### src/rtl/buck_fault_regs.vh
// Offsets, field positions, reset values and timing counts of the buck fault sequencer
`ifndef BUCK_FAULT_REGS_VH
`define BUCK_FAULT_REGS_VH

// Register byte offsets
`define REG_CTRL        8'h00
`define REG_STATUS      8'h04
`define REG_IRQ_STATUS  8'h08
`define REG_IRQ_MASK    8'h0c
`define REG_RAMP_LEN    8'h10

// Control fields
`define CTRL_SW_EN      0
`define CTRL_RESET      32'h0000_0001

// Event bits (interrupt status and mask share this layout)
`define EV_LIMIT        0
`define EV_OVERLOAD     1
`define EV_LATCHOFF     2
`define EV_OVP          3
`define EV_THERMAL      4
`define EV_PGOOD_LOST   5
`define EV_WIDTH        6
`define MASK_RESET      6'h00

// Overload counting
`define WINDOW_CYCLES   8'h80
`define LIMIT_TRIP      7'h40
`define DUMMY_RAMPS     2'h3
`define HICCUP_TRIES    4'h7

// Ramp length register reset value; stored and read back only, no ramp logic uses it
`define RAMP_LEN_RESET  16'h0040

// Dead time
`define DEAD_NS         8'h1e
`define CLK_NS          8'h08

`endif

### src/rtl/dead_time_gen.v
// Non-overlapping gate drive pair with fixed dead time
`timescale 1ns/1ps
`default_nettype none
`include "buck_fault_regs.vh"

module dead_time_gen (
   input  wire       clk,
   input  wire       resetn,
   input  wire       wantHigh,
   input  wire       wantLow,
   output reg        highGate,
   output reg        lowGate
);

   // Least time rounds up to whole cycles
   localparam [7:0] DEAD_FULL   = (`DEAD_NS + `CLK_NS - 8'h01) / `CLK_NS;
   localparam [2:0] DEAD_CYCLES = DEAD_FULL[2:0];

   reg  [2:0] deadCount;

   always @(posedge clk) begin
      if (!resetn) begin
         highGate  <= 1'b0;
         lowGate   <= 1'b0;
         deadCount <= 3'h0;
      end else begin
         // Turn-off is immediate, turn-on waits the dead time
         if (!wantHigh)
            highGate <= 1'b0;
         if (!wantLow)
            lowGate <= 1'b0;
         if ((highGate && !wantHigh) || (lowGate && !wantLow))
            deadCount <= DEAD_CYCLES;
         else if (deadCount != 3'h0)
            deadCount <= deadCount - 3'h1;
         if (deadCount == 3'h0 && !highGate && !lowGate) begin
            if (wantHigh && !wantLow)
               highGate <= 1'b1;
            else if (wantLow && !wantHigh)
               lowGate <= 1'b1;
         end
      end
   end

endmodule // dead_time_gen

`default_nettype wire

### src/rtl/buck_fault_sequencer.v
// Overload, hiccup, power-good, crowbar and thermal sequencer of a buck controller
//
// Local design decisions: the Wishbone interface to the registers and the register offsets.
`timescale 1ns/1ps
`default_nettype none
`include "buck_fault_regs.vh"

// Function
// Current-limit in a cycle turns high-side drive off for rest of cycle.
// Select input high enables hiccup instead of immediate latch-off.
// Hiccup starts when 64 limit pulses occur within 128 oscillator cycles.
// Limit pulse counter clears at end of every 128-cycle period.
// Each hiccup is three dummy ramps: rise to full level, discharge below start.
// Hiccup repeats seven times; still overloaded on eighth attempt latches off.
// Latch-off clears only at power-on reset.
// During hiccup ramps switch high side only, low side held off.
// Select input low: 64 of 128 pulses pulls soft-start low and latches off.
// Board ties select input to supply or ground, never floating.
// Power-good pulled low when feedback above 0.55V or below 0.45V.
// Power-good held low until soft-start reaches 2V.
// Overvoltage above 0.5V holds low-side drive continuously on.
// Die above about 150 degrees shuts both gate drives off.
// Low side off in startup until soft-start 2V, then synchronous switching.
// About 30 ns dead time between one driver off and other on; code gives 5 clocks of 8 ns, 40 ns.
// Soft-start node below 0.5V disables switching entirely.
// Analog comparator results synchronised to oscillator clock before use.
module buck_fault_sequencer (
   input  wire        clk,
   input  wire        resetn,
   input  wire        pwmHigh,
   input  wire        currentLimit,
   input  wire        overloadResponseSelect,
   input  wire        feedbackHigh,
   input  wire        feedbackLow,
   input  wire        overvoltageSense,
   input  wire        overTemperature,
   input  wire        softstartShutdownNode,
   input  wire        softstartStartLevel,
   input  wire        softstartFullLevel,
   output wire        highSideGateDrive,
   output wire        lowSideGateDrive,
   output reg         softstartDischarge,
   output reg         powerGoodOut,
   output wire        powerGoodOutEn,
   output wire        irq,
   input  wire [31:0] wb_adr_i,
   input  wire [31:0] wb_dat_i,
   output reg  [31:0] wb_dat_o,
   input  wire [3:0]  wb_sel_i,
   input  wire        wb_we_i,
   input  wire        wb_cyc_i,
   input  wire        wb_stb_i,
   output reg         wb_ack_o
);

   localparam [4:0] ST_RUN    = 5'h01;
   localparam [4:0] ST_DISCH  = 5'h02;
   localparam [4:0] ST_RAMP   = 5'h04;
   localparam [4:0] ST_LATCH  = 5'h08;
   localparam [4:0] ST_WAIT   = 5'h10;

   // Pin synchronisers, first stage read only by second
   reg  [8:0]  syncA;
   reg  [8:0]  syncB;
   wire [8:0]  rawIn = {softstartFullLevel, softstartStartLevel, softstartShutdownNode,
                        overTemperature, overvoltageSense, feedbackLow, feedbackHigh,
                        overloadResponseSelect, currentLimit};

   always @(posedge clk) begin
      if (!resetn) begin
         syncA <= 9'h000;
         syncB <= 9'h000;
      end else begin
         syncA <= rawIn;
         syncB <= syncA;
      end
   end

   wire limitS    = syncB[0];
   wire hiccupSel = syncB[1];
   wire fbHighS   = syncB[2];
   wire fbLowS    = syncB[3];
   wire ovpS      = syncB[4];
   wire hotS      = syncB[5];
   wire ssAbove   = syncB[6];
   wire ssStart   = syncB[7];
   wire ssFull    = syncB[8];

   reg  [31:0] ctrl;
   reg  [`EV_WIDTH-1:0] irqStatus;
   reg  [`EV_WIDTH-1:0] irqMask;
   reg  [15:0] rampLen;
   reg  [4:0]  state;
   reg  [7:0]  periodCount;
   reg  [6:0]  limitCount;
   reg         limitPrev;
   reg         limitHold;
   reg         pwmPrev;
   reg  [1:0]  rampCount;
   reg  [3:0]  tryCount;
   reg         startupDone;
   reg         pgPrev;

   wire limitRise = limitS && !limitPrev;
   wire cycleStart = pwmHigh && !pwmPrev;
   wire [6:0] limitNext = limitCount + {6'h00, limitRise};
   wire periodEnd = (periodCount == (`WINDOW_CYCLES - 8'h01));
   wire tripNow = (limitNext >= `LIMIT_TRIP) && (state == ST_RUN);

   // Oscillator cycle = rising pwm edge; 128-cycle counting period
   always @(posedge clk) begin
      if (!resetn) begin
         periodCount <= 8'h00;
         limitCount  <= 7'h00;
         limitPrev   <= 1'b0;
         pwmPrev     <= 1'b0;
         limitHold   <= 1'b0;
      end else begin
         limitPrev <= limitS;
         pwmPrev   <= pwmHigh;
         if (cycleStart) begin
            limitHold <= limitRise; // Set wins over cycle restart
            if (periodEnd) begin
               periodCount <= 8'h00;
               limitCount  <= 7'h00;
            end else begin
               periodCount <= periodCount + 8'h01;
               limitCount  <= tripNow ? 7'h00 : limitNext;
            end
         end else begin
            if (limitRise)
               limitHold <= 1'b1;
            limitCount <= tripNow ? 7'h00 : limitNext;
         end
      end
   end

   // Overload sequencer; latch leaves only through resetn (power-on)
   always @(posedge clk) begin
      if (!resetn) begin
         state              <= ST_RUN;
         rampCount          <= 2'h0;
         tryCount           <= 4'h0;
         softstartDischarge <= 1'b0;
      end else begin
         case (state)
            ST_RUN: begin
               softstartDischarge <= 1'b0;
               if (tripNow) begin
                  if (hiccupSel && tryCount < `HICCUP_TRIES) begin
                     tryCount  <= tryCount + 4'h1;
                     rampCount <= 2'h0;
                     state     <= ST_DISCH;
                  end else begin
                     state <= ST_LATCH;
                  end
               end
            end
            ST_DISCH: begin
               softstartDischarge <= 1'b1;
               if (!ssStart)
                  state <= ST_RAMP;
            end
            ST_RAMP: begin
               softstartDischarge <= 1'b0;
               if (ssFull) begin
                  if (rampCount == `DUMMY_RAMPS - 2'h1) begin
                     state <= ST_WAIT;
                  end else begin
                     rampCount <= rampCount + 2'h1;
                     state     <= ST_DISCH;
                  end
               end
            end
            ST_WAIT: begin
               state <= ST_RUN;
            end
            ST_LATCH: begin
               softstartDischarge <= 1'b1;
            end
            default: begin
               state <= ST_LATCH;
            end
         endcase
      end
   end

   // Startup completes at 2V; hiccup ramps clear it again
   always @(posedge clk) begin
      if (!resetn)
         startupDone <= 1'b0;
      else if (state != ST_RUN || !ssAbove)
         startupDone <= 1'b0;
      else if (ssFull)
         startupDone <= 1'b1;
   end

   wire switching = ssAbove && ssStart && !hotS && ctrl[`CTRL_SW_EN]
                    && (state == ST_RUN || state == ST_RAMP);
   wire wantHigh = switching && pwmHigh && !limitHold && !limitRise && !ovpS;
   wire syncOk = startupDone && state == ST_RUN;
   wire wantLow = !hotS && (ovpS || (switching && syncOk && !pwmHigh));

   dead_time_gen u_dead (
      .clk      (clk),
      .resetn   (resetn),
      .wantHigh (wantHigh),
      .wantLow  (wantLow),
      .highGate (highSideGateDrive),
      .lowGate  (lowSideGateDrive)
   );

   // Open drain: enable low pulls pin low
   wire pgBad = fbHighS || fbLowS || !startupDone;
   always @(posedge clk) begin
      if (!resetn)
         powerGoodOut <= 1'b0;
      else
         powerGoodOut <= !pgBad;
   end
   assign powerGoodOutEn = powerGoodOut;

   // Event capture, set wins over write-one-to-clear
   wire [`EV_WIDTH-1:0] events;
   assign events[`EV_LIMIT]      = limitRise;
   assign events[`EV_OVERLOAD]   = tripNow;
   assign events[`EV_LATCHOFF]   = (state == ST_LATCH);
   assign events[`EV_OVP]        = ovpS;
   assign events[`EV_THERMAL]    = hotS;
   assign events[`EV_PGOOD_LOST] = pgPrev && !powerGoodOut;

   wire wbHit = wb_cyc_i && wb_stb_i && !wb_ack_o;
   wire wbWr  = wbHit && wb_we_i && wb_sel_i[0];
   wire [7:0] addr = wb_adr_i[7:0];

   genvar gi;
   generate
      for (gi = 0; gi < `EV_WIDTH; gi = gi + 1) begin : g_ev
         always @(posedge clk) begin
            if (!resetn)
               irqStatus[gi] <= 1'b0;
            else if (events[gi])
               irqStatus[gi] <= 1'b1;
            else if (wbWr && addr == `REG_IRQ_STATUS && wb_dat_i[gi])
               irqStatus[gi] <= 1'b0;
         end
      end
   endgenerate

   assign irq = |(irqStatus & irqMask);

   // Wishbone slave, one-cycle ack registered one cycle after the strobe
   always @(posedge clk) begin
      if (!resetn) begin
         wb_ack_o <= 1'b0;
         wb_dat_o <= 32'h0000_0000;
         ctrl     <= `CTRL_RESET;
         irqMask  <= `MASK_RESET;
         rampLen  <= `RAMP_LEN_RESET;
         pgPrev   <= 1'b0;
      end else begin
         pgPrev   <= powerGoodOut;
         wb_ack_o <= wbHit;
         if (wbWr) begin
            case (addr)
               `REG_CTRL:     ctrl[0] <= wb_dat_i[0];
               `REG_IRQ_MASK: irqMask <= wb_dat_i[`EV_WIDTH-1:0];
               `REG_RAMP_LEN: rampLen <= wb_dat_i[15:0];
               default:       ctrl <= ctrl;
            endcase
         end
         if (wbHit && !wb_we_i) begin
            case (addr)
               `REG_CTRL:       wb_dat_o <= ctrl;
               `REG_STATUS:     wb_dat_o <= {17'h00000, tryCount, 1'b0, rampCount,
                                             state, startupDone, hiccupSel,
                                             powerGoodOut};
               `REG_IRQ_STATUS: wb_dat_o <= {26'h0000000, irqStatus};
               `REG_IRQ_MASK:   wb_dat_o <= {26'h0000000, irqMask};
               `REG_RAMP_LEN:   wb_dat_o <= {16'h0000, rampLen};
               default:         wb_dat_o <= 32'h0000_0000;
            endcase
         end
      end
   end

endmodule // buck_fault_sequencer

`default_nettype wire

### config.mk
export PLATFORM = sky130hd
export DESIGN_NAME = buck_fault_sequencer
export DESIGN_NICKNAME = d
export VERILOG_FILES = /design/src/rtl/dead_time_gen.v /design/src/rtl/buck_fault_sequencer.v
export VERILOG_INCLUDE_DIRS = /design/src /design/src/rtl
export SDC_FILE = /design/constraint.sdc
export NUM_CORES = 1
export LEC_CHECK = 0
export BUFFER_PORTS_ARGS = -buffer_cell sky130_fd_sc_hd__buf_2
export CAP_MARGIN = 20
export CORE_UTILIZATION = 47
export CTS_CLUSTER_DIAMETER = 40
export DETAILED_ROUTE_END_ITERATION = 10
export PLACE_DENSITY = 0.87
export SKIP_CTS_REPAIR_TIMING = 1
export SLEW_MARGIN = 20
export SYNTH_ARGS = -nofsm -noshare
export SYNTH_HDL_FRONTEND = slang
export SYNTH_SLANG_ARGS = --single-unit
export TNS_END_PERCENT = 20
### constraint.sdc
create_clock -name clk -period 2.3 [get_ports clk]
set_input_delay 0.115 -clock clk [delete_from_list [all_inputs] [get_ports clk]]
set_output_delay 0.115 -clock clk [all_outputs]
set_load 0.02 [all_outputs]
==> reports/qor.yml, run 1 <==
outcome: "finished with violations"
failed_checks: "negative hold slack"
final_util_pct: 57.3
totalPowerFinal_mw: 3.75
path_clk_slew_ns: 0.10
most_common_library_cell_in_the_layout_ignoring_fill_and_taps: "sky130_fd_sc_hd__dfxtp_1"
path_delay_family: "simple AND/OR/NAND/NOR gates"
synth_top_family_by_area: "simple AND/OR/NAND/NOR gates"
syn-cell-area_um2: 4570
worst_clock_skew_ns: 0.0107
clock_tree.root_cell: "sky130_fd_sc_hd__clkbuf_8"
firstDrtPassIters: 5
timing_worst_setup_path_type: "flop to flop"
detailed_placement_wirelength_estimate_mm: 7.80
number_of_clock_buffers_inserted_by_tritoncts: 9
setup-tns-final_ns: 0
critical_path.most_common_cell: "sky130_fd_sc_hd__ha_1"
slew_headroom_pct: 49.3
num-fill-cells: 815
chipWidth_um: 101
core_region_area_um2: 9330
globalplace.congestion: 0.897
drive_above_1_share_pct: 18.4
hold-path-cell-count: 3
hp-start: "wb_dat_i[6]"
total_inserted_antenna_cells: 0
synth_adder_area_share_pct: 2.19
starting_density_of_the_core_pct: 49.0
drt_wl_total_mm: 11.0
die_area_um2: 10100
worst_hold_check_path_type: "input pin to flop"
areaGrowthSynthToFinish_pct: 17.0
detail_route.vias_per_cell: 5.69
grt_setup_unrepaired: "no"
grt_antenna_before_repair: 0
critPathRequiredTime_ns: 2.59
flop2flop_setup_slack_ns: 0.17
total_routing_resource_utilization_after_global_routing_pct: 22.6
grt_first_pass_wirelength_mm: 17.9
synthSimpleGateAreaFrac_pct: 22.4
synth-edff-count: 0
post-route-period-util_pct: 92.5
setup-violations-final: 0
worstSetupStartpointType: "flop"
timing.critical_path.slowest_cell_delay_ns: 0.34
worstMarginPinSlew_ns: 0.756
min_to: "rampLen[6]"
yosysWarningCount: 0
clock_sink_count: 102
drt_first_iter_violations: 302
crit_path_top_delay_cell: "sky130_fd_sc_hd__dfxtp_1"
chip_height_um: 101
cp_max_fo: 6
finish.net_count: 680
yosys-mux-area-fraction_pct: 2.60
max_slew_violation_count: 0
synth_compound_gate_area_share_pct: 19.3
final_cell_mix: "sky130_fd_sc_hd__dfxtp_1, sky130_fd_sc_hd__buf_2, sky130_fd_sc_hd__a21oi_1, sky130_fd_sc_hd__nand3_1, sky130_fd_sc_hd__nand2_1"
std_cell_rows: 35
highest_achievable_clock_rate_mhz: 470
critical_path.cell_chain: "nor2b_2 > ha_1 > ha_1 > nand3_1 > or3_1 > buf_4 > a21oi_1 > mux2i_1"
postSynthCellCount: 519
async_flop_share_pct: 0
drcViolationCount: 0
timing.final.hold_violations: 1
grt_pass1_vias: 3747
clock_tree.buffer_depth: 2
tritoncts: "built"
cp-end-kind: "flop"
yosys.area_share.xor_xnor_pct: 2.11
pin_count_of_the_biggest_net_entering_global_routing: 54
htreeDepth: 3
max_cap_violations: 0
reg2reg_capture_point: "tryCount[1]"
portBuffers: 62
max-vdd-ir-drop_v: 0.000388
route.vias.total: 4106
synth-seq-area-share_pct: 44.7
power-per-cell-area_nw_per_um2: 702
synth.ff_latch_count: 102
io-pin-count: 122
route.antenna.remaining_nets: 0
critical_path.reg2reg.startpoint: "syncB[0]"
ff2ff_path_depth: 8
layout_min_cycle_time_ns: 2.13
critPathBufInv: 1
crit_arrival_ns: 2.42
synthesis.area_per_instance_um2: 8.80
yosys.cell_types.count: 62
wl_per_cell_um: 15.3
insertion_delay_ns: 0.37
hold_slack_ns: -0.0102
leakage_nw: 2.06
primary_ff_master_synth: "sky130_fd_sc_hd__dfxtp_1"
grt_overflow_total: 0
[synthesized netlist by cell type (5+ instances only)]
| library cell | count | area share (%) |
|---|---|---|
| sky130_fd_sc_hd__o21ai_1 | 23 | 2.5 |
| sky130_fd_sc_hd__buf_4 | 18 | 3.0 |
| sky130_fd_sc_hd__a21oi_1 | 46 | 5.0 |
| sky130_fd_sc_hd__mux2_2 | 6 | 1.5 |
| sky130_fd_sc_hd__dfxtp_1 | 102 | 45 |
| sky130_fd_sc_hd__o2bb2ai_1 | 5 | 0.96 |
| sky130_fd_sc_hd__inv_1 | 11 | 0.90 |
| sky130_fd_sc_hd__o21ai_0 | 18 | 2.0 |
| sky130_fd_sc_hd__clkbuf_1 | 25 | 2.1 |
| sky130_fd_sc_hd__a31oi_1 | 7 | 0.96 |
| sky130_fd_sc_hd__nor4_1 | 6 | 0.82 |
| sky130_fd_sc_hd__nor2b_1 | 11 | 1.5 |
| sky130_fd_sc_hd__ha_1 | 8 | 2.2 |
| sky130_fd_sc_hd__nand2b_1 | 8 | 1.1 |
| sky130_fd_sc_hd__a22o_1 | 5 | 0.96 |
| sky130_fd_sc_hd__a22oi_1 | 11 | 1.8 |
| sky130_fd_sc_hd__or3_1 | 6 | 0.82 |
| sky130_fd_sc_hd__nand2_1 | 30 | 2.5 |
| sky130_fd_sc_hd__xnor2_1 | 5 | 0.96 |
| sky130_fd_sc_hd__nor3_1 | 10 | 1.1 |
| sky130_fd_sc_hd__nand3_1 | 34 | 3.7 |
| sky130_fd_sc_hd__a32oi_1 | 8 | 1.5 |
| sky130_fd_sc_hd__xor2_1 | 6 | 1.2 |
| sky130_fd_sc_hd__and2_1 | 27 | 3.7 |
| sky130_fd_sc_hd__nor2_1 | 21 | 1.7 |
[metal layers]
metal  vias to the layer above  share of wire [%]  global-route usage [%]
met4                         0                2.9                    10.7
met1                      1950                 43                    28.5
met3                        32                5.2                    4.30
met2                       153                 49                    37.3
li1                       1971                  -                       -
met5                         -                  0                       0
[logic make-up after synthesis]
group | Yosys count
AO/OA/AOI/OAI | 142
XOR/XNOR | 11
adder cells (fa/ha/maj) | 8
buffers and inverters | 62
flip-flops | 102
multiplexers | 11
other | 1
AND/OR/NAND/NOR | 182
[state kept, by name, indices dropped and copies added, names as in the netlist, 2 cells and up]
name,count
syncB,9
tryCount,4
limitCount,7
u_dead.deadCount,3
irqMask,6
rampLen,16
rampCount,2
state,5
irqStatus,6
wb_dat_o,16
syncA,9
periodCount,8
[tightest hold or removal path, cell delays in order]
cell	delay, ns
sky130_fd_sc_hd__buf_2	0.08
sky130_fd_sc_hd__nand3_1	0.06
sky130_fd_sc_hd__nand3_1	0.07
[metrics by stage]
step           instance area [µm²]  cells  setup WS, ns  hold slack [ns]
5_1_grt                       5350    722        0.0486          0.00360
2_1_floorplan                 4620    534        0.0886            0.216
6_report                      5350    722         0.173          -0.0102
3_5_place_dp                  4950    690         0.108            0.326
3_3_place_gp                  4950    690         0.257            0.323
4_1_cts                       5170    705        0.0929          -0.0590
[layout make-up]
cell class | instances | area [µm²] | area share (%)
Clock inverter | 5 | 82.6 | 1.54
Multi-Input combinational cell | 370 | 2280 | 42.7
Inverter | 12 | 45.0 | 0.843
Sequential cell | 102 | 2040 | 38.2
Tap cell | 129 | 161 | 3.02
Clock buffer | 10 | 138 | 2.57
Timing Repair Buffer | 94 | 593 | 11.1
[report_power, final]
part / internal (mW) / switching [mW] / leakage (nW)
Sequential: 1.83 / 0.0790 / 0.828
Combinational: 0.251 / 0.350 / 1.12
Clock: 0.641 / 0.604 / 0.113
Total: 2.72 / 1.03 / 2.06
[worst max path at each step]
stage                         from            end  slack (ns)  cells past startpoint
after floorplan           syncB[0]       state[1]        0.09                      8
after global placement    syncB[0]  limitCount[4]        0.26                      9
after detailed placement  syncB[0]    tryCount[1]        0.11                      8
after CTS                 syncB[0]    tryCount[1]        0.09                      8
after global routing      syncB[0]  limitCount[2]        0.05                      9
final                     syncB[0]    tryCount[1]        0.17                      8
No activity file was read; power rests on OpenSTA's default activity.
==> run 2: changes to the inputs <==
--- a/config.mk
+++ b/config.mk
@@ -6,12 +6,13 @@
 export SDC_FILE = /design/constraint.sdc
 export NUM_CORES = 1
 export LEC_CHECK = 0
+export ABC_AREA = 1
 export BUFFER_PORTS_ARGS = -buffer_cell sky130_fd_sc_hd__buf_2
 export CAP_MARGIN = 20
-export CORE_UTILIZATION = 47
+export CORE_UTILIZATION = 52
 export CTS_CLUSTER_DIAMETER = 40
 export DETAILED_ROUTE_END_ITERATION = 10
-export PLACE_DENSITY = 0.87
+export PLACE_DENSITY = 0.91
 export SKIP_CTS_REPAIR_TIMING = 1
 export SLEW_MARGIN = 20
 export SYNTH_ARGS = -nofsm -noshare
==> constraint.sdc (replaced) <==
create_clock -name clk -period 2.2 [get_ports clk]
set_input_delay 0.11 -clock clk [delete_from_list [all_inputs] [get_ports clk]]
set_output_delay 0.11 -clock clk [all_outputs]
set_load 0.02 [all_outputs]
==> reports/qor.yml, run 2 <==
outcome: "completed"
hp-start: "wb_dat_i[2]"
max_cap_violations: 0
globalplace.congestion: 0.908
clock_tree.root_cell: "sky130_fd_sc_hd__clkbuf_8"
drcViolationCount: 0
core_region_area_um2: 8300
setup-violations-final: 0
slew_headroom_pct: 64.7
starting_density_of_the_core_pct: 54.5
route.antenna.remaining_nets: 0
grt_setup_unrepaired: "no"
path_clk_slew_ns: 0.10
worst_clock_skew_ns: 0.0124
detailed_placement_wirelength_estimate_mm: 7.18
layout_min_cycle_time_ns: 1.97
cp_max_fo: 5
grt_pass1_vias: 3882
hold_slack_ns: 0.0148
drive_above_1_share_pct: 16.0
flop2flop_setup_slack_ns: 0.23
grt_antenna_before_repair: 0
synthesis.area_per_instance_um2: 7.40
synth-seq-area-share_pct: 45.1
postSynthCellCount: 611
syn-cell-area_um2: 4520
timing_worst_setup_path_type: "flop to flop"
synth.top_cells.by_area: "sky130_fd_sc_hd__dfxtp_1, sky130_fd_sc_hd__nand2_1, sky130_fd_sc_hd__inv_1"
tritoncts: "built"
synth-edff-count: 0
synthMostInstantiatedCell: "sky130_fd_sc_hd__nand2_1"
most_common_library_cell_in_the_layout_ignoring_fill_and_taps: "sky130_fd_sc_hd__nand2_1"
finish.net_count: 773
post_dp_cell_area_um2: 4830
pin_count_of_the_biggest_net_entering_global_routing: 42
route.vias.total: 4236
max-vdd-ir-drop_v: 0.000462
power-per-cell-area_nw_per_um2: 692
clock_sink_count: 102
yosys.area.top_type_share_pct: 45.1
leakage_nw: 2.43
chipWidth_um: 95.3
synth.largest_area_cell: "sky130_fd_sc_hd__dfxtp_1"
async_flop_share_pct: 0
totalPowerFinal_mw: 3.57
die_area_um2: 9080
reg2reg_capture_point: "tryCount[0]"
drt_first_iter_violations: 267
portBuffers: 62
cp-end-kind: "flop"
io-pin-count: 122
detail_route.vias_per_cell: 5.35
worstSetupStartpointType: "flop"
total_inserted_antenna_cells: 0
setup-tns-final_ns: 0
synth.ff_latch_count: 102
wl_per_cell_um: 13.3
yosys.cell_types.count: 39
worstMarginPinSlew_ns: 0.530
post-route-period-util_pct: 89.6
setup_ws_pre_cts_ns: 0.241
critical_path.reg2reg.startpoint: "syncB[0]"
clock_tree.buffer_depth: 2
biggestRegsByFlops: "rampLen: 16 flops, wb_dat_o: 16 flops"
grt_first_pass_wirelength_mm: 16.6
chip_height_um: 95.3
critPathRequiredTime_ns: 2.48
insertion_delay_ns: 0.37
firstDrtPassIters: 5
yosysWarningCount: 0
grt_overflow_total: 0
min_to: "rampLen[2]"
std_cell_rows: 33
synth_commonest_cells: "sky130_fd_sc_hd__nand2_1, sky130_fd_sc_hd__dfxtp_1, sky130_fd_sc_hd__inv_1, sky130_fd_sc_hd__nor2_1, sky130_fd_sc_hd__a21oi_1"
timing.final.hold_violations: 0
ff2ff_path_depth: 13
primary_ff_master_synth: "sky130_fd_sc_hd__dfxtp_1"
timing.final.ws_setup_ns: 0.229
total_routing_resource_utilization_after_global_routing_pct: 23.2
crit_arrival_ns: 2.25
worst_hold_check_path_type: "input pin to flop"
number_of_clock_buffers_inserted_by_tritoncts: 9
areaGrowthSynthToFinish_pct: 14.0
hold-path-cell-count: 3
drt_wl_total_mm: 10.5
htreeDepth: 3
highest_achievable_clock_rate_mhz: 507
finish.instance_area_um2: 5160
final_cell_mix: "sky130_fd_sc_hd__nand2_1, sky130_fd_sc_hd__dfxtp_1, sky130_fd_sc_hd__inv_1, sky130_fd_sc_hd__buf_2, sky130_fd_sc_hd__nor2_1"
max_slew_violation_count: 0
-- run 2: cell count changes after synthesis, sizes merged, moves of 15 or more --
cell    delta
inv       +71
clkbuf    -15
nand3     +16
and2      -26
nand2    +112
nor2      +48
-- run 2: metal layers --
layer  vias up  global-route usage [%]  part of all wire, %
li1       2066                       -                    -
met1      1956                    27.5                   41
met2       186                    41.5                   51
met3        28                    2.87                  5.9
met4         0                    11.0                  2.2
met5         -                       0                    0
-- run 2: area by class of cell --
cell class / count / area [µm²]
Fill cell: 661 / 3140
Sequential cell: 102 / 2040
Multi-Input combinational cell: 408 / 2020
Timing Repair Buffer: 79 / 470
Inverter: 82 / 310
Clock buffer: 10 / 138
Tap cell: 105 / 131
Clock inverter: 6 / 43.8
-- run 2: kinds of logic (layout without fill, tap and decap cells) --
logic type               count (synthesis)  in the layout  share of synthesized area (%)
AND/OR/NAND/NOR                        279            279                           28.0
buffers and inverters                  116            177                           11.7
flip-flops                             102            102                           45.1
AO/OA/AOI/OAI                           98             98                           11.6
adder cells (fa/ha/maj)                  8              8                           2.21
XOR/XNOR                                 7              7                           1.36
other                                    1             16                         0.0829
-- run 2: critical path, stage by stage (launching register included) --
cell and delay, ns:
sky130_fd_sc_hd__dfxtp_1 0.34, sky130_fd_sc_hd__nand2_1 0.10, sky130_fd_sc_hd__inv_1 0.10, sky130_fd_sc_hd__ha_1 0.19
sky130_fd_sc_hd__ha_1 0.19, sky130_fd_sc_hd__nand3_1 0.15, sky130_fd_sc_hd__nor2_1 0.12, sky130_fd_sc_hd__nand2_1 0.08
sky130_fd_sc_hd__nand2_1 0.12, sky130_fd_sc_hd__nand2_2 0.12, sky130_fd_sc_hd__nor2_4 0.15, sky130_fd_sc_hd__nand2_1 0.07
sky130_fd_sc_hd__nand2_1 0.08, sky130_fd_sc_hd__nor2_1 0.05
-- run 2: worst max-delay path by stage --
stage / from / end / slack, ns
after floorplan: syncB[0] / tryCount[1] / 0.51
after global placement: limitPrev / tryCount[1] / 0.30
after detailed placement: limitPrev / tryCount[1] / 0.24
after CTS: limitPrev / tryCount[0] / 0.21
after global routing: limitPrev / state[2] / 0.01
final: syncB[0] / tryCount[0] / 0.23
-- run 2: report_power, final --
group | internal (mW) | switching [mW] | total, mW
clock network | 0.449 | 0.665 | 1.11
logic | 0.173 | 0.339 | 0.512
registers | 1.91 | 0.0382 | 1.94
-- run 2: metrics by stage --
stage          std cells  util, %
2_1_floorplan        626        -
3_3_place_gp         763     58.3
3_5_place_dp         763     58.3
4_1_cts              779     60.4
5_1_grt              792     62.2
6_report             792     62.2
